File: config.mk
export PLATFORM = sky130hd
export DESIGN_NAME = timer16_counter_capture
export DESIGN_NICKNAME = d
export VERILOG_FILES = /design/src/hdl/timer16_pkg.sv /design/src/hdl/count_core.sv /design/src/hdl/timer16_counter_capture.sv
export SDC_FILE = /design/constraint.sdc
export NUM_CORES = 1
export LEC_CHECK = 0
export ABC_AREA = 1
export BUFFER_PORTS_ARGS = -buffer_cell sky130_fd_sc_hd__buf_4
export CORE_ASPECT_RATIO = 1.1
export CORE_MARGIN = 5
export CORE_UTILIZATION = 29
export CTS_CLUSTER_SIZE = 20
export DETAILED_ROUTE_END_ITERATION = 16
export PLACE_DENSITY = 0.49
export SETUP_SLACK_MARGIN = 0.1
export SLEW_MARGIN = 10
export SYNTH_ARGS = -nofsm -noshare
export SYNTH_HDL_FRONTEND = slang
export SYNTH_SLANG_ARGS = --single-unit
File: constraint.sdc
create_clock -name clk -period 3.2 [get_ports clk]
set_input_delay 0.16 -clock clk [delete_from_list [all_inputs] [get_ports clk]]
set_output_delay 0.16 -clock clk [all_outputs]
set_load 0.05 [all_outputs]
File: src/hdl/timer16_pkg.sv
// constants, register map and mode encodings of the 16-bit timer/counter
package timer16_pkg;

  typedef enum logic [3:0] {
    WAVE_NORMAL     = 4'h0,
    WAVE_PC8        = 4'h1,
    WAVE_PC9        = 4'h2,
    WAVE_PC10       = 4'h3,
    WAVE_CTC_CMP    = 4'h4,
    WAVE_FAST8      = 4'h5,
    WAVE_FAST9      = 4'h6,
    WAVE_FAST10     = 4'h7,
    WAVE_PFC_CAP    = 4'h8,
    WAVE_PFC_CMP    = 4'h9,
    WAVE_PC_CAP     = 4'ha,
    WAVE_PC_CMP     = 4'hb,
    WAVE_CTC_CAP    = 4'hc,
    WAVE_RESERVED   = 4'hd,
    WAVE_FAST_CAP   = 4'he,
    WAVE_FAST_CMP   = 4'hf
  } wave_mode_t;

  typedef enum logic [2:0] {
    CLK_STOP     = 3'h0,
    CLK_DIV1     = 3'h1,
    CLK_DIV8     = 3'h2,
    CLK_DIV64    = 3'h3,
    CLK_DIV256   = 3'h4,
    CLK_DIV1024  = 3'h5,
    CLK_EXT_FALL = 3'h6,
    CLK_EXT_RISE = 3'h7
  } clock_sel_t;

  // register locations on the 8-bit bus
  localparam logic [3:0] ADDR_CTRL_A   = 4'h0;
  localparam logic [3:0] ADDR_CTRL_B   = 4'h1;
  localparam logic [3:0] ADDR_COUNT_LO = 4'h2;
  localparam logic [3:0] ADDR_COUNT_HI = 4'h3;
  localparam logic [3:0] ADDR_CAPT_LO  = 4'h4;
  localparam logic [3:0] ADDR_CAPT_HI  = 4'h5;
  localparam logic [3:0] ADDR_CMP_LO   = 4'h6;
  localparam logic [3:0] ADDR_CMP_HI   = 4'h7;
  localparam logic [3:0] ADDR_FLAGS    = 4'h8;
  localparam logic [3:0] ADDR_MASK     = 4'h9;

  // field positions
  localparam int CTRL_B_WAVE_LSB  = 3;
  localparam int CTRL_B_EDGE_BIT  = 6;
  localparam int CTRL_B_SRC_BIT   = 7;
  localparam int FLAG_OVF_BIT     = 0;
  localparam int FLAG_CAPT_BIT    = 5;

  // values after reset
  localparam logic [15:0] COUNT_RESET = 16'h0000;
  localparam logic [15:0] CAPT_RESET  = 16'h0000;
  localparam logic [15:0] CMP_RESET   = 16'h0000;
  localparam logic [7:0]  TEMP_RESET  = 8'h00;
  localparam logic [7:0]  DATA_RESET  = 8'h00;

  // fixed ceilings and prescaler
  localparam logic [15:0] TOP_MAX   = 16'hffff;
  localparam logic [15:0] TOP_8BIT  = 16'h00ff;
  localparam logic [15:0] TOP_9BIT  = 16'h01ff;
  localparam logic [15:0] TOP_10BIT = 16'h03ff;
  localparam int          PRESCALE_W = 10;

endpackage : timer16_pkg

File: src/hdl/count_core.sv
// 16-bit up/down counter core with floor and ceiling detection
`timescale 1ns/1ps
module count_core
  import timer16_pkg::*;
(
  input  wire logic        clk,
  input  wire logic        rst_b,
  input  wire logic        tick,
  input  wire logic        dual_slope,
  input  wire logic [15:0] top_value,
  input  wire logic        load,
  input  wire logic [15:0] load_value,
  output logic      [15:0] count,
  output logic             counting_down,
  output logic             at_floor,
  output logic             at_ceiling
);

  logic        next_down;
  logic [15:0] next_count;

  assign at_floor   = (count == 16'h0000);
  assign at_ceiling = (count == top_value);

  // dual slope turns at the ceiling and at the floor
  assign next_down  = dual_slope ? (counting_down ? !at_floor : (count >= top_value)) : 1'b0;
  // single slope clears after the ceiling
  assign next_count = !dual_slope ? (at_ceiling ? 16'h0000 : count + 16'h0001)
                                  : (next_down ? count - 16'h0001 : count + 16'h0001);

  always_ff @(posedge clk or negedge rst_b)
  begin
    if (!rst_b)
    begin
      count         <= COUNT_RESET;
      counting_down <= 1'b0;
    end
    else if (load)
    begin
      count <= load_value;
    end
    else if (tick)
    begin
      count         <= next_count;
      counting_down <= next_down;
    end
  end
endmodule : count_core

File: src/hdl/timer16_counter_capture.sv
// 16-bit timer/counter with shared high-byte holding register and input capture
`timescale 1ns/1ps
// Overview of operation
// - counter counts up or down by one per tick, or clears to zero
// - floor shows at zero, ceiling shows at the sequence top
// - reading count low byte copies count high byte into holding register
// - writing count low byte loads counter from holding byte plus written byte
// - high byte locations of count and capture reach the holding register
// - holding register keeps its value so one high byte serves many writes
// - three-bit clock select field in control register b picks tick source
// - clock select zero stops the counter, which keeps its value
// - cpu reads and writes the counter with or without a running tick
// - cpu write to counter beats a coinciding count or clear
// - four-bit waveform mode split over control registers a and b
// - overflow flag sets where the mode says and can request interrupt
// - capture from pin edge, or from comparator output on this timer
// - capture copies full count and sets capture flag in one cycle
// - enabled capture flag requests interrupt and clears when serviced
// - writing one clears the capture flag, zero leaves it
// - capture low byte read first latches capture high into holding register
// - capture register writable only in modes that use it as ceiling
// - one holding register is shared by all 16-bit registers here
// - compare register reads return both bytes without the holding register
module timer16_counter_capture
  import timer16_pkg::*;
(
  input  wire logic       clk,
  input  wire logic       rst_b,
  input  wire logic [3:0] reg_addr,
  input  wire logic       reg_wr,
  input  wire logic       reg_rd,
  input  wire logic [7:0] reg_wdata,
  output logic      [7:0] reg_rdata,
  input  wire logic       capture_input_pin,
  input  wire logic       comparator_result,
  input  wire logic       ext_clock_pin,
  input  wire logic       capture_irq_ack,
  input  wire logic       overflow_irq_ack,
  output logic            capture_irq,
  output logic            overflow_irq,
  output logic            count_floor,
  output logic            count_ceiling
);

  function automatic logic icr_is_top(input wave_mode_t m);
    icr_is_top = (m == WAVE_PFC_CAP) || (m == WAVE_PC_CAP) ||
                 (m == WAVE_CTC_CAP) || (m == WAVE_FAST_CAP);
  endfunction : icr_is_top

  function automatic logic is_dual(input wave_mode_t m);
    is_dual = (m == WAVE_PC8) || (m == WAVE_PC9) || (m == WAVE_PC10) ||
              (m == WAVE_PFC_CAP) || (m == WAVE_PFC_CMP) ||
              (m == WAVE_PC_CAP) || (m == WAVE_PC_CMP);
  endfunction : is_dual

  function automatic logic [15:0] top_for(input wave_mode_t  m,
                                          input logic [15:0] capt,
                                          input logic [15:0] cmp);
    unique case (m)
      WAVE_PC8, WAVE_FAST8:                     top_for = TOP_8BIT;
      WAVE_PC9, WAVE_FAST9:                     top_for = TOP_9BIT;
      WAVE_PC10, WAVE_FAST10:                   top_for = TOP_10BIT;
      WAVE_CTC_CMP, WAVE_PFC_CMP, WAVE_PC_CMP,
      WAVE_FAST_CMP:                            top_for = cmp;
      WAVE_PFC_CAP, WAVE_PC_CAP, WAVE_CTC_CAP,
      WAVE_FAST_CAP:                            top_for = capt;
      WAVE_NORMAL, WAVE_RESERVED:               top_for = TOP_MAX;
    endcase
  endfunction : top_for

  // control and data state
  logic [1:0]            wave_lo;
  logic [1:0]            wave_hi;
  clock_sel_t            clock_sel;
  logic                  edge_rising;
  logic                  src_comparator;
  logic [7:0]            temp;
  logic [15:0]           capture;
  logic [15:0]           compare;
  logic                  capture_flag;
  logic                  overflow_flag;
  logic                  capture_irq_enable;
  logic                  overflow_irq_enable;
  logic [PRESCALE_W-1:0] prescale;
  logic                  ext_prev;
  logic                  src_prev;

  wire logic [15:0] count;
  wire logic        counting_down;
  wire logic        at_floor;
  wire logic        at_ceiling;

  // address decode
  wire logic wr_ctrl_a   = reg_wr && (reg_addr == ADDR_CTRL_A);
  wire logic wr_ctrl_b   = reg_wr && (reg_addr == ADDR_CTRL_B);
  wire logic wr_count_lo = reg_wr && (reg_addr == ADDR_COUNT_LO);
  wire logic wr_capt_lo  = reg_wr && (reg_addr == ADDR_CAPT_LO);
  wire logic wr_cmp_lo   = reg_wr && (reg_addr == ADDR_CMP_LO);
  wire logic wr_flags    = reg_wr && (reg_addr == ADDR_FLAGS);
  wire logic wr_mask     = reg_wr && (reg_addr == ADDR_MASK);
  wire logic wr_high     = reg_wr && ((reg_addr == ADDR_COUNT_HI) ||
                                      (reg_addr == ADDR_CAPT_HI) ||
                                      (reg_addr == ADDR_CMP_HI));
  wire logic rd_count_lo = reg_rd && (reg_addr == ADDR_COUNT_LO);
  wire logic rd_capt_lo  = reg_rd && (reg_addr == ADDR_CAPT_LO);

  wire wave_mode_t mode       = wave_mode_t'({wave_hi, wave_lo});
  wire logic       dual_slope = is_dual(mode);
  wire logic       capt_top   = icr_is_top(mode);
  wire logic [15:0] top_value = top_for(mode, capture, compare);

  // tick source; external pin is taken as synchronous
  wire logic ext_rise = ext_clock_pin && !ext_prev;
  wire logic ext_fall = !ext_clock_pin && ext_prev;
  wire logic tick = (clock_sel == CLK_DIV1) ||
                    ((clock_sel == CLK_DIV8)    && (&prescale[2:0])) ||
                    ((clock_sel == CLK_DIV64)   && (&prescale[5:0])) ||
                    ((clock_sel == CLK_DIV256)  && (&prescale[7:0])) ||
                    ((clock_sel == CLK_DIV1024) && (&prescale[9:0])) ||
                    ((clock_sel == CLK_EXT_FALL) && ext_fall) ||
                    ((clock_sel == CLK_EXT_RISE) && ext_rise);

  // capture trigger; switching source may itself look like an edge
  wire logic capt_src  = src_comparator ? comparator_result : capture_input_pin;
  wire logic src_rise  = capt_src && !src_prev;
  wire logic src_fall  = !capt_src && src_prev;
  // input path is idle while the capture register holds the ceiling
  wire logic capture_fire = !capt_top && (edge_rising ? src_rise : src_fall);

  wire logic ovf_event = tick && !wr_count_lo &&
                         (dual_slope ? (counting_down && at_floor) : at_ceiling);

  // holding register: high writes first, then low-byte reads
  wire logic [7:0] next_temp = wr_high     ? reg_wdata :
                               rd_count_lo ? count[15:8] :
                               rd_capt_lo  ? capture[15:8] : temp;

  // set wins over every clear
  wire logic next_capture_flag = capture_fire ||
                                 (capture_flag &&
                                  !(wr_flags && reg_wdata[FLAG_CAPT_BIT]) &&
                                  !capture_irq_ack);
  wire logic next_overflow_flag = ovf_event ||
                                  (overflow_flag &&
                                   !(wr_flags && reg_wdata[FLAG_OVF_BIT]) &&
                                   !overflow_irq_ack);

  wire logic [7:0] ctrl_b_read = {src_comparator, edge_rising, 1'b0, wave_hi, clock_sel};
  wire logic [7:0] flags_read  = {2'b00, capture_flag, 4'h0, overflow_flag};
  wire logic [7:0] mask_read   = {2'b00, capture_irq_enable, 4'h0, overflow_irq_enable};
  wire logic [7:0] next_rdata  =
      (reg_addr == ADDR_CTRL_A)   ? {6'h00, wave_lo} :
      (reg_addr == ADDR_CTRL_B)   ? ctrl_b_read :
      (reg_addr == ADDR_COUNT_LO) ? count[7:0] :
      (reg_addr == ADDR_COUNT_HI) ? temp :
      (reg_addr == ADDR_CAPT_LO)  ? capture[7:0] :
      (reg_addr == ADDR_CAPT_HI)  ? temp :
      (reg_addr == ADDR_CMP_LO)   ? compare[7:0] :
      (reg_addr == ADDR_CMP_HI)   ? compare[15:8] :
      (reg_addr == ADDR_FLAGS)    ? flags_read :
      (reg_addr == ADDR_MASK)     ? mask_read : DATA_RESET;

  count_core u_count (
    .clk           (clk),
    .rst_b         (rst_b),
    .tick          (tick),
    .dual_slope    (dual_slope),
    .top_value     (top_value),
    .load          (wr_count_lo),
    .load_value    ({temp, reg_wdata}),
    .count         (count),
    .counting_down (counting_down),
    .at_floor      (at_floor),
    .at_ceiling    (at_ceiling)
  );

  always_ff @(posedge clk or negedge rst_b)
  begin
    if (!rst_b)
    begin
      wave_lo        <= 2'b00;
      wave_hi        <= 2'b00;
      clock_sel      <= CLK_STOP;
      edge_rising    <= 1'b0;
      src_comparator <= 1'b0;
    end
    else
    begin
      if (wr_ctrl_a)
        wave_lo <= reg_wdata[1:0];
      if (wr_ctrl_b)
      begin
        clock_sel      <= clock_sel_t'(reg_wdata[2:0]);
        wave_hi        <= reg_wdata[CTRL_B_WAVE_LSB+1:CTRL_B_WAVE_LSB];
        edge_rising    <= reg_wdata[CTRL_B_EDGE_BIT];
        src_comparator <= reg_wdata[CTRL_B_SRC_BIT];
      end
    end
  end

  always_ff @(posedge clk or negedge rst_b)
  begin
    if (!rst_b)
    begin
      temp    <= TEMP_RESET;
      capture <= CAPT_RESET;
      compare <= CMP_RESET;
    end
    else
    begin
      temp <= next_temp;
      if (capture_fire)
        capture <= count;
      else if (wr_capt_lo && capt_top)
        capture <= {temp, reg_wdata};
      if (wr_cmp_lo)
        compare <= {temp, reg_wdata};
    end
  end

  always_ff @(posedge clk or negedge rst_b)
  begin
    if (!rst_b)
    begin
      capture_flag        <= 1'b0;
      overflow_flag       <= 1'b0;
      capture_irq_enable  <= 1'b0;
      overflow_irq_enable <= 1'b0;
      capture_irq         <= 1'b0;
      overflow_irq        <= 1'b0;
    end
    else
    begin
      capture_flag  <= next_capture_flag;
      overflow_flag <= next_overflow_flag;
      if (wr_mask)
      begin
        capture_irq_enable  <= reg_wdata[FLAG_CAPT_BIT];
        overflow_irq_enable <= reg_wdata[FLAG_OVF_BIT];
      end
      capture_irq  <= next_capture_flag && capture_irq_enable;
      overflow_irq <= next_overflow_flag && overflow_irq_enable;
    end
  end

  always_ff @(posedge clk or negedge rst_b)
  begin
    if (!rst_b)
    begin
      prescale      <= '0;
      ext_prev      <= 1'b0;
      src_prev      <= 1'b0;
      reg_rdata     <= DATA_RESET;
      count_floor   <= 1'b1;
      count_ceiling <= 1'b0;
    end
    else
    begin
      prescale      <= prescale + {{(PRESCALE_W-1){1'b0}}, 1'b1};
      ext_prev      <= ext_clock_pin;
      src_prev      <= capt_src;
      if (reg_rd)
        reg_rdata <= next_rdata;
      count_floor   <= at_floor;
      count_ceiling <= at_ceiling;
    end
  end
endmodule : timer16_counter_capture

==> flow_metrics.tcl, run 1 <==
set metrics [dict create \
    status "finished, final reports clean" \
    grt_max_degree 55 \
    synth_cell_type_count 47 \
    synth_area_leaders "dfrtp_1, nand2_1, inv_1" \
    drt-total-wl_um 22000 \
    clockBufferDepth 2 \
    wire_per_inst_um 18.9 \
    cts_root_buffer "clkbuf_16" \
    syn2layout_area_growth_pct 15.9 \
    path_max_fanout 8 \
    leakage_nw 3.40 \
    clkLatencyLatePin_ns 0.36 \
    dpl-instance-area_mm2 0.00676 \
    whs_ns 0.0683 \
    syn_nets 882 \
    grt_overflow 0 \
    ys_ff_latch 94 \
    synth-simple-area-share_pct 27.4 \
    endpoint "u_count.count[7]$_DFFE_PN0P_" \
    power_density_mw_per_mm2 824 \
    cts_sinks 94 \
    antenna_found_initial 0 \
    dieArea_mm2 0.0245 \
    critPathCaptureType "flop" \
    dp_hpwl_um 16800 \
    synth_top_area_cell "dfrtp_1" \
    die_width_um 150 \
    drive_gt1_share_pct 13.8 \
    final_nets 913 \
    htree_levels 3 \
    tightest_slew_ns 0.970 \
    remaining_drc_errors 0 \
    relSlewSlack_pct 35.2 \
    synth_ff_type "dfrtp_1" \
    worstSetupStartpointType "flop" \
    post-route-period-util_pct 92.4 \
    synth_top_family_by_area "simple AND/OR/NAND/NOR gates" \
    grt_pass1_vias 5784 \
    tritoncts "yes" \
    synth_compound_area_share_pct 16.2 \
    die_h_um 164 \
    path_class "flop to flop" \
    crit_arrival_ns 3.26 \
    drt_pass1_iterations 5 \
    period_needed_ns 2.96 \
    async_flop_share_pct 100 \
    avgSynthCellArea_um2 7.40 \
    rsz0062_at_grt "false" \
    power.total_mw 5.94 \
    critPathRequiredTime_ns 3.50 \
    synth-adder-area-share_pct 4.23 \
    synth-seq-area-share_pct 37.9 \
    grt_pass1_wl_um 33900 \
    hp-class "primary input to flop" \
    crit_path_start "wave_hi[1]$_DFFE_PN0P_" \
    synth_edf_count 0 \
    finalSetupTns_ns 0 \
    rows 56 \
    r2r-end "u_count.count[7]$_DFFE_PN0P_" \
    reg2reg_slack_ns 0.24 \
    synth_mux_area_share_pct 0 \
    io-pin-count 33 \
    track_usage_pct 18.3 \
    yosysTopAreaCellShare_pct 37.4 \
    start_util_pct 29.3 \
    port-buffer-count 32 \
    core_mm2 0.0212 \
    slew_viol_final 0 \
    setup_violations 0 \
    hold_start "capture_input_pin" \
    netlist_area_mm2 0.00621 \
    reg2reg_depth 20 \
    skew_ns 0.0115 \
    fmax_ghz 0.338 \
    ant_nets 0 \
    peakVddDrop_mv 0.356 \
    reg2reg_from "wave_hi[1]$_DFFE_PN0P_" \
    vias 5885 \
    design_area_mm2 0.00721 \
    drt_iter0_markers 517 \
    synth_xor_area_share_pct 4.65 \
    yosys_warnings 0 \
    detail_route.vias_per_cell 5.05 \
    drv_cap 0 \
    synthCells 840 \
    numCtsBuffers 9 \
    diodes 0 \
    synthTopCellsByCount "nand2_1, inv_1, dfrtp_1" \
    place_congestion 0.896 \
    hold_violations 0 \
    fill_cells 2313 \
    yosysMostFrequentCell "nand2_1" \
    clkTransAtPathRegs_ns 0.08 \
]
[stage by stage]
stage / util (%) / std cells / worst slack [ns]
2_1_floorplan: - / 840 / 0.412
3_3_place_gp: 31.8 / 1144 / -0.0880
3_5_place_dp: 31.8 / 1144 / -0.0935
4_1_cts: 33.6 / 1162 / 0.0975
5_1_grt: 33.9 / 1166 / 0.115
6_report: 33.9 / 1166 / 0.243
[layout make-up]
| type | count | area [µm²] | area share (%) |
|---|---|---|---|
| Clock buffer | 9 | 225 | 3.13 |
| Tap cell | 290 | 363 | 5.04 |
| Inverter | 118 | 450 | 6.25 |
| Sequential cell | 94 | 2350 | 32.7 |
| Timing Repair Buffer | 45 | 368 | 5.11 |
| Clock inverter | 7 | 104 | 1.44 |
| Multi-Input combinational cell | 603 | 3340 | 46.4 |
[placed cells by master, fill, tap and decap left out, types with 3 or more instances in the layout]
cell / n
inv_2: 16
dfrtp_1: 92
o21ai_2: 3
nand3b_1: 6
nand2_2: 9
nand2_1: 234
o221ai_1: 18
nor3_1: 16
nor2_2: 12
o21ai_0: 65
inv_1: 99
clkbuf_16: 9
xor2_1: 33
o22ai_1: 5
nor2_1: 43
nand3_1: 51
a221oi_2: 7
a21oi_1: 15
a221oi_1: 6
o2111ai_1: 4
or2_1: 4
o21ai_1: 8
o211ai_1: 18
ha_1: 21
buf_4: 41
nand4_1: 5
[worst max-delay path, cell delays in order, from the launching register on]
cell	delay (ns)
dfrtp_1	0.46
inv_2	0.11
nand2_2	0.12
o21ai_2	0.10
a21oi_2	0.20
nand2_4	0.13
a221o_1	0.32
ha_1	0.28
nand2_1	0.07
inv_1	0.03
nand2_1	0.07
nor2_2	0.05
nand2_1	0.07
nand2_1	0.05
nor2_1	0.11
nand2_2	0.12
nand2_4	0.14
nand2_2	0.13
o21ai_0	0.19
nand2_1	0.07
nand2_1	0.07
[per-layer routing]
| metal | track usage (%) | part of all wire [%] |
|---|---|---|
| met5 | 0 | 0 |
| met4 | 6.74 | 2.9 |
| met3 | 3.14 | 5.4 |
| met2 | 29.9 | 47 |
| met1 | 24.2 | 44 |
[repair_timing]
item | CTS | global route
pin swaps | 0 | 2
hold endpoints to repair | 54 | 0
hold buffers | 2 | 0
buffers inserted | 0 | 3
cloned | 0 | 1
resized for setup | 5 | 13
endpoints found under the setup margin | 16 | 17
[power breakdown]
group | internal (mW) | switching [mW]
registers | 1.51 | 0.487
logic | 0.940 | 1.77
clock network | 0.697 | 0.528
[how the worst min path moves through the flow]
stage | slack [ns] | to | cells after the start
6_report | 0.07 | src_prev$_DFF_PN0_ | 3
3_3_place_gp | 0.28 | capture_irq$_DFF_PN0_ | 1
5_1_grt | 0.08 | capture_flag$_DFF_PN0_ | 3
4_1_cts | 0.05 | src_prev$_DFF_PN0_ | 3
3_5_place_dp | 0.27 | capture_irq$_DFF_PN0_ | 1
2_1_floorplan | -0.14 | capture[0]$_DFFE_PN0P_ | 0
[flip-flops by register name (all words and copies together) (netlist names), 2 cells and up]
| register | count |
|---|---|
| clock_sel | 3 |
| temp | 8 |
| compare | 16 |
| prescale | 10 |
| wave_hi | 2 |
| wave_lo | 2 |
| capture | 16 |
| reg_rdata | 8 |
| u_count.count | 16 |
[kinds of logic (layout without fill, tap and decap cells)]
family          count (synthesis)  count (layout)
simple gates                  390             391
compound gates                158             158
buf+inv                       144             179
flops                          94              94
xor+xnor                       33              33
fa+ha+maj                      21              21
Power figures use the tool's default switching activity.
==> run 2, diff against run 1 <==
CORE_MARGIN = 2   (was 5)
GPL_TIMING_DRIVEN = 0   (was default)
PLACE_DENSITY = 0.56   (was 0.49)
==> run 2 against run 1 <==
Routed wire length grew 0.68%. Utilization grew 3.0 points. Die area shrank 7.5%. Critical path depth shrank 5. Sequential cell count is the same. Register-to-register slack lost 0.09 ns. Final cell count grew 3.1%. Clock skew shrank 0.0021 ns. Count of clock-buffer cells in the layout grew 1.
==> flow_metrics.tcl, run 2 (synthesized netlist as in run 1, its figures left out) <==
set metrics [dict create \
    clkTransAtPathRegs_ns 0.07 \
    skew_ns 0.00944 \
    grt_pass1_vias 5838 \
    power_density_mw_per_mm2 837 \
    crit_path_frequent_cell "nand2_2" \
    whs_ns 0.0561 \
    period_needed_ns 3.04 \
    slew_viol_final 0 \
    antenna_found_initial 0 \
    crit_slowest_cell "dfrtp_2" \
    r2r-end "overflow_irq$_DFF_PN0_" \
    reg2reg_depth 15 \
    dieArea_mm2 0.0226 \
    final_nets 950 \
    fmax_ghz 0.328 \
    cp_slowest_stage_delay_ns 0.46 \
    drt_iter0_markers 576 \
    finalSetupTns_ns 0 \
    drt-total-wl_um 22100 \
    hold_end "src_prev$_DFF_PN0_" \
    track_usage_pct 19.9 \
    fin_cells 1202 \
    top_usage_layer "met2" \
    cts_sinks 94 \
    hold_violations 0 \
    final_common_cell "nand2_1" \
    syn2layout_area_growth_pct 25.7 \
    detail_route.vias_per_cell 5.15 \
    worstPathCellList "nor2_2 -> nand2_2 -> o21ai_4 -> clkbuf_16 -> a221oi_2 -> ha_1 -> nand4_1 -> nor2_2 -> nand2_2 -> inv_2 -> nor2_4 -> inv_1 -> nand2_2 -> o21ai_2 -> and2_1" \
    numCtsBuffers 9 \
    tritoncts "yes" \
    diodes 0 \
    drt_pass1_iterations 5 \
    htree_levels 3 \
    start_util_pct 29.4 \
    vias 6192 \
    cp.depth 15 \
    reg2reg_from "wave_lo[1]$_DFFE_PN0P_" \
    hold_depth 3 \
    drive_gt1_share_pct 19.5 \
    postLayoutSetupSlackWorst_ns 0.155 \
    drv_cap 0 \
    grt_util_met1_pct 26.4 \
    dp_hpwl_um 16300 \
    path_max_fanout 7 \
    multi_input_area_mm2 0.00359 \
    clockBufferDepth 2 \
    worstSetupStartpointType "flop" \
    post-route-period-util_pct 95.1 \
    leakage_nw 3.63 \
    status "finished, final reports clean" \
    die_h_um 158 \
    die_width_um 144 \
    critPathCaptureType "flop" \
    setup_violations 0 \
    io-pin-count 33 \
    grt_max_degree 51 \
    place_congestion 0.935 \
    ant_nets 0 \
    path_class "flop to flop" \
    rsz0062_at_grt "true" \
    grt_pass1_wl_um 33600 \
    port-buffer-count 31 \
    hold_start "capture_input_pin" \
    peakVddDrop_mv 0.318 \
    met3_usage_pct 4.14 \
    final_util_pct 36.9 \
    layout_common_cells "nand2_1, inv_1, dfrtp_1" \
    rows 56 \
    cts_root_buffer "clkbuf_16" \
    clkLatencyLatePin_ns 0.36 \
    placedCellCount 1162 \
    wire_per_inst_um 18.4 \
    fill_cells 2286 \
    cp_top_family "simple AND/OR/NAND/NOR gates" \
    grt_overflow 0 \
    relSlewSlack_pct 53.2 \
    reg2reg_slack_ns 0.16 \
    critPathRequiredTime_ns 3.50 \
    path_buf_inv 3 \
    tightest_slew_ns 0.702 \
    crit_arrival_ns 3.34 \
    place_ws_ns -0.569 \
    seq_area_mm2 0.00236 \
    reg_top3 "capture (16), compare (16), u_count.count (16)" \
    grt_use_met2_pct 31.3 \
    core_mm2 0.0212 \
    remaining_drc_errors 0 \
    hp-class "primary input to flop" \
]
[run 2: final cells by class]
| class | count | share of cell area [%] |
|---|---|---|
| inverter | 118 | 5.83 |
| buffer | 26 | 2.32 |
| clock inverter | 5 | 1.07 |
| multi-input combinational | 602 | 45.9 |
| sequential | 94 | 30.2 |
| tap | 290 | 4.65 |
| timing repair buffer | 57 | 6.98 |
| clock buffer | 10 | 3.06 |
[run 2: metrics by stage]
| step | total power, mW | cell area [µm²] |
|---|---|---|
| 6_report | 6.54 | 7810 |
| 5_1_grt | 6.97 | 7810 |
| 4_1_cts | 5.92 | 7350 |
| 3_5_place_dp | 4.57 | 6840 |
| 3_3_place_gp | 4.55 | 6810 |
| 2_1_floorplan | 3.71 | 6210 |
[run 2: worst register-to-register path: cells and delay by family (launching register included)]
family | cells | cell delay, ns
buffers and inverters | 3 | 0.56
AOI/OAI and AO/OA | 3 | 0.65
DFF | 1 | 0.46
adders and majority gates | 1 | 0.34
and+or+nand+nor | 8 | 0.97
[run 2: worst max-delay path by stage]
stage | start | to | slack [ns]
2_1_floorplan | wave_lo[1]$_DFFE_PN0P_ | u_count.count[14]$_DFFE_PN0P_ | 0.41
3_3_place_gp | wave_lo[1]$_DFFE_PN0P_ | overflow_irq$_DFF_PN0_ | -0.62
3_5_place_dp | wave_lo[1]$_DFFE_PN0P_ | overflow_irq$_DFF_PN0_ | -0.57
4_1_cts | wave_hi[0]$_DFFE_PN0P_ | u_count.count[8]$_DFFE_PN0P_ | 0.11
5_1_grt | wave_lo[1]$_DFFE_PN0P_ | u_count.count[14]$_DFFE_PN0P_ | 0.05
6_report | wave_lo[1]$_DFFE_PN0P_ | overflow_irq$_DFF_PN0_ | 0.16
[run 2: timing repair]
action	in CTS	in global routing
hold endpoints to repair	50	0
hold buffers	2	0
pin swaps	3	26
setup buffers	2	18
gates cloned	0	3
setup endpoints to repair	19	18
gates resized for setup	32	56
[run 2: report_power, final]
part / switching (mW) / total (mW) / internal [mW]
logic: 2.09 / 3.40 / 1.32
clock network: 0.513 / 1.22 / 0.704
registers: 0.403 / 1.92 / 1.51
[run 2: layer usage]
metal	part of all wire (%)	wire length, µm	vias to the layer above
met5	0	0	-
met4	3.7	818	0
met3	6.4	1410	58
met2	47	10300	233
met1	43	9580	2984
li1	-	-	2917
==> run 3, diff against run 2 <==
BUFFER_PORTS_ARGS = -buffer_cell sky130_fd_sc_hd__buf_2   (was -buffer_cell sky130_fd_sc_hd__buf_4)
CAP_MARGIN = 15   (was default)
PLACE_DENSITY = 0.57   (was 0.56)
clock period = 2.7 ns   (was 3.2 ns; I/O delays follow)
==> run 3 against run 2 <==
The run now ends with negative setup slack left. Combinational power is 16% higher. Final cell count about the same. Die area did not move. Count of clock-buffer cells in the layout is the same.
==> flow_metrics.tcl, run 3 (synthesized netlist as in run 1, its figures left out) <==
set metrics [dict create \
    power_density_mw_per_mm2 992 \
    clkTransAtPathRegs_ns 0.07 \
    dieArea_mm2 0.0226 \
    seq_area_mm2 0.00236 \
    path_buf_inv 3 \
    critPathCaptureType "flop" \
    final_common_cell "nand2_1" \
    wire_per_inst_um 18.3 \
    vias 6124 \
    layout_common_cells "nand2_1, inv_1, dfrtp_1" \
    postLayoutSetupSlackWorst_ns -0.298 \
    drive_gt1_share_pct 20.5 \
    grt_util_met1_pct 26.7 \
    cp_slowest_stage_delay_ns 0.44 \
    fin_cells 1203 \
    relSlewSlack_pct 53.1 \
    track_usage_pct 20.1 \
    die_width_um 144 \
    reg_top3 "capture (16), compare (16), u_count.count (16)" \
    die_h_um 158 \
    drt_iter0_markers 635 \
    cp_top_family "compound AO/OA/AOI/OAI gates" \
    detail_route.vias_per_cell 5.09 \
    leakage_nw 3.64 \
    cts_sinks 94 \
    rsz0062_at_grt "true" \
    grt_use_met2_pct 33.0 \
    core_mm2 0.0212 \
    remaining_drc_errors 0 \
    hp-class "primary input to flop" \
    worstPathCellList "o211ai_1 -> o21ai_4 -> buf_6 -> a221oi_4 -> ha_1 -> buf_4 -> a21o_1 -> nor2_1 -> nand2_1 -> nand2_1 -> nand2_2 -> nand2_4 -> buf_6 -> nand2_1 -> nand3_1 -> nand2_1 -> nand2_1 -> nand2_1" \
    rows 56 \
    place_ws_ns -0.885 \
    multi_input_area_mm2 0.00361 \
    design_area_mm2 0.00771 \
    io-pin-count 33 \
    port-buffer-count 31 \
    peakVddDrop_mv 0.348 \
    antenna_found_initial 0 \
    setup_violations 18 \
    diodes 0 \
    grt_pass1_wl_um 34000 \
    syn2layout_area_growth_pct 24.0 \
    final_util_pct 36.4 \
    fill_cells 2257 \
    dpl-instance-area_mm2 0.00678 \
    finalSetupTns_ns -4.50 \
    slew_viol_final 0 \
    period_needed_ns 3.00 \
    clkLatencyLatePin_ns 0.36 \
    numCtsBuffers 9 \
    top_usage_layer "met2" \
    worstSetupStartpointType "flop" \
    skew_ns 0.00926 \
    cp.depth 18 \
    final_nets 950 \
    tritoncts "yes" \
    place_congestion 0.938 \
    path_max_fanout 10 \
    hold_depth 3 \
    crit_path_frequent_cell "nand2_1" \
    tightest_slew_ns 0.704 \
    placedCellCount 1162 \
    status "finished, violations left" \
    hold_violations 0 \
    whs_ns 0.0169 \
    reg2reg_depth 18 \
    crit_arrival_ns 3.24 \
    path_class "flop to flop" \
    fmax_ghz 0.334 \
    critPathRequiredTime_ns 2.94 \
    start_util_pct 29.4 \
    dp_hpwl_um 16200 \
    met3_usage_pct 2.22 \
    violations "negative setup slack" \
    post-route-period-util_pct 111 \
    crit_slowest_cell "dfrtp_2" \
    htree_levels 3 \
    cts_root_buffer "clkbuf_16" \
    drt-total-wl_um 22000 \
    power.total_mw 7.65 \
    clockBufferDepth 2 \
    ant_nets 0 \
    grt_max_degree 82 \
    grt_pass1_vias 5976 \
    grt_overflow 0 \
    drv_cap 0 \
    drt_pass1_iterations 6 \
]
run 3: cell types whose count changed in the layout (fill, tap and decap cells not counted), moves of 3 or more:
cell	delta
nand2_1	-3
nand2_4	+5
buf_12	-3
o21ai_2	+4
buf_4	-27
o21ai_0	-4
inv_2	-3
buf_2	+30
run 3: timing repair:
item	in CTS	in global routing
setup endpoints to repair	20	19
cloned	0	2
setup buffers	14	7
pin swaps	6	12
resized for setup	56	36
hold endpoints to repair	95	0
hold buffers	2	0
run 3: path summary, 6_finish.rpt:
check	startpoint	end	slack, ns
max	wave_lo[1]$_DFFE_PN0P_	u_count.count[3]$_DFFE_PN0P_	-0.30
min	capture_input_pin	src_prev$_DFF_PN0_	0.02
max reg2reg	wave_lo[1]$_DFFE_PN0P_	u_count.count[3]$_DFFE_PN0P_	-0.30
min reg2reg	prescale[0]$_DFF_PN0_	prescale[0]$_DFF_PN0_	0.46
max in group asynchronous	rst_b	wave_hi[1]$_DFFE_PN0P_	1.85
min in group asynchronous	rst_b	prescale[4]$_DFF_PN0_	0.16
run 3: power breakdown:
group	total, mW	internal, mW	switching (mW)
sequential	2.28	1.80	0.486
clock	1.43	0.819	0.609
combinational	3.94	1.46	2.48
run 3: final cells by class:
type | count | area share, %
buffer | 26 | 2.40
sequential | 94 | 30.6
tap | 290 | 4.71
clock buffer | 10 | 2.97
inverter | 118 | 5.94
clock inverter | 6 | 1.22
timing repair buffer | 57 | 5.37
multi-input combinational | 602 | 46.8
run 3: worst min-delay path: cells and delay by family:
kind,cells,cell delay (ns)
buf+inv,1,0.08
simple gates,2,0.13
run 3: metal layers:
layer | vias to the layer above | wire [µm]
met1 | 2961 | 9850
met3 | 54 | 971
met2 | 189 | 10400
li1 | 2920 | -
met5 | - | 0
met4 | 0 | 808
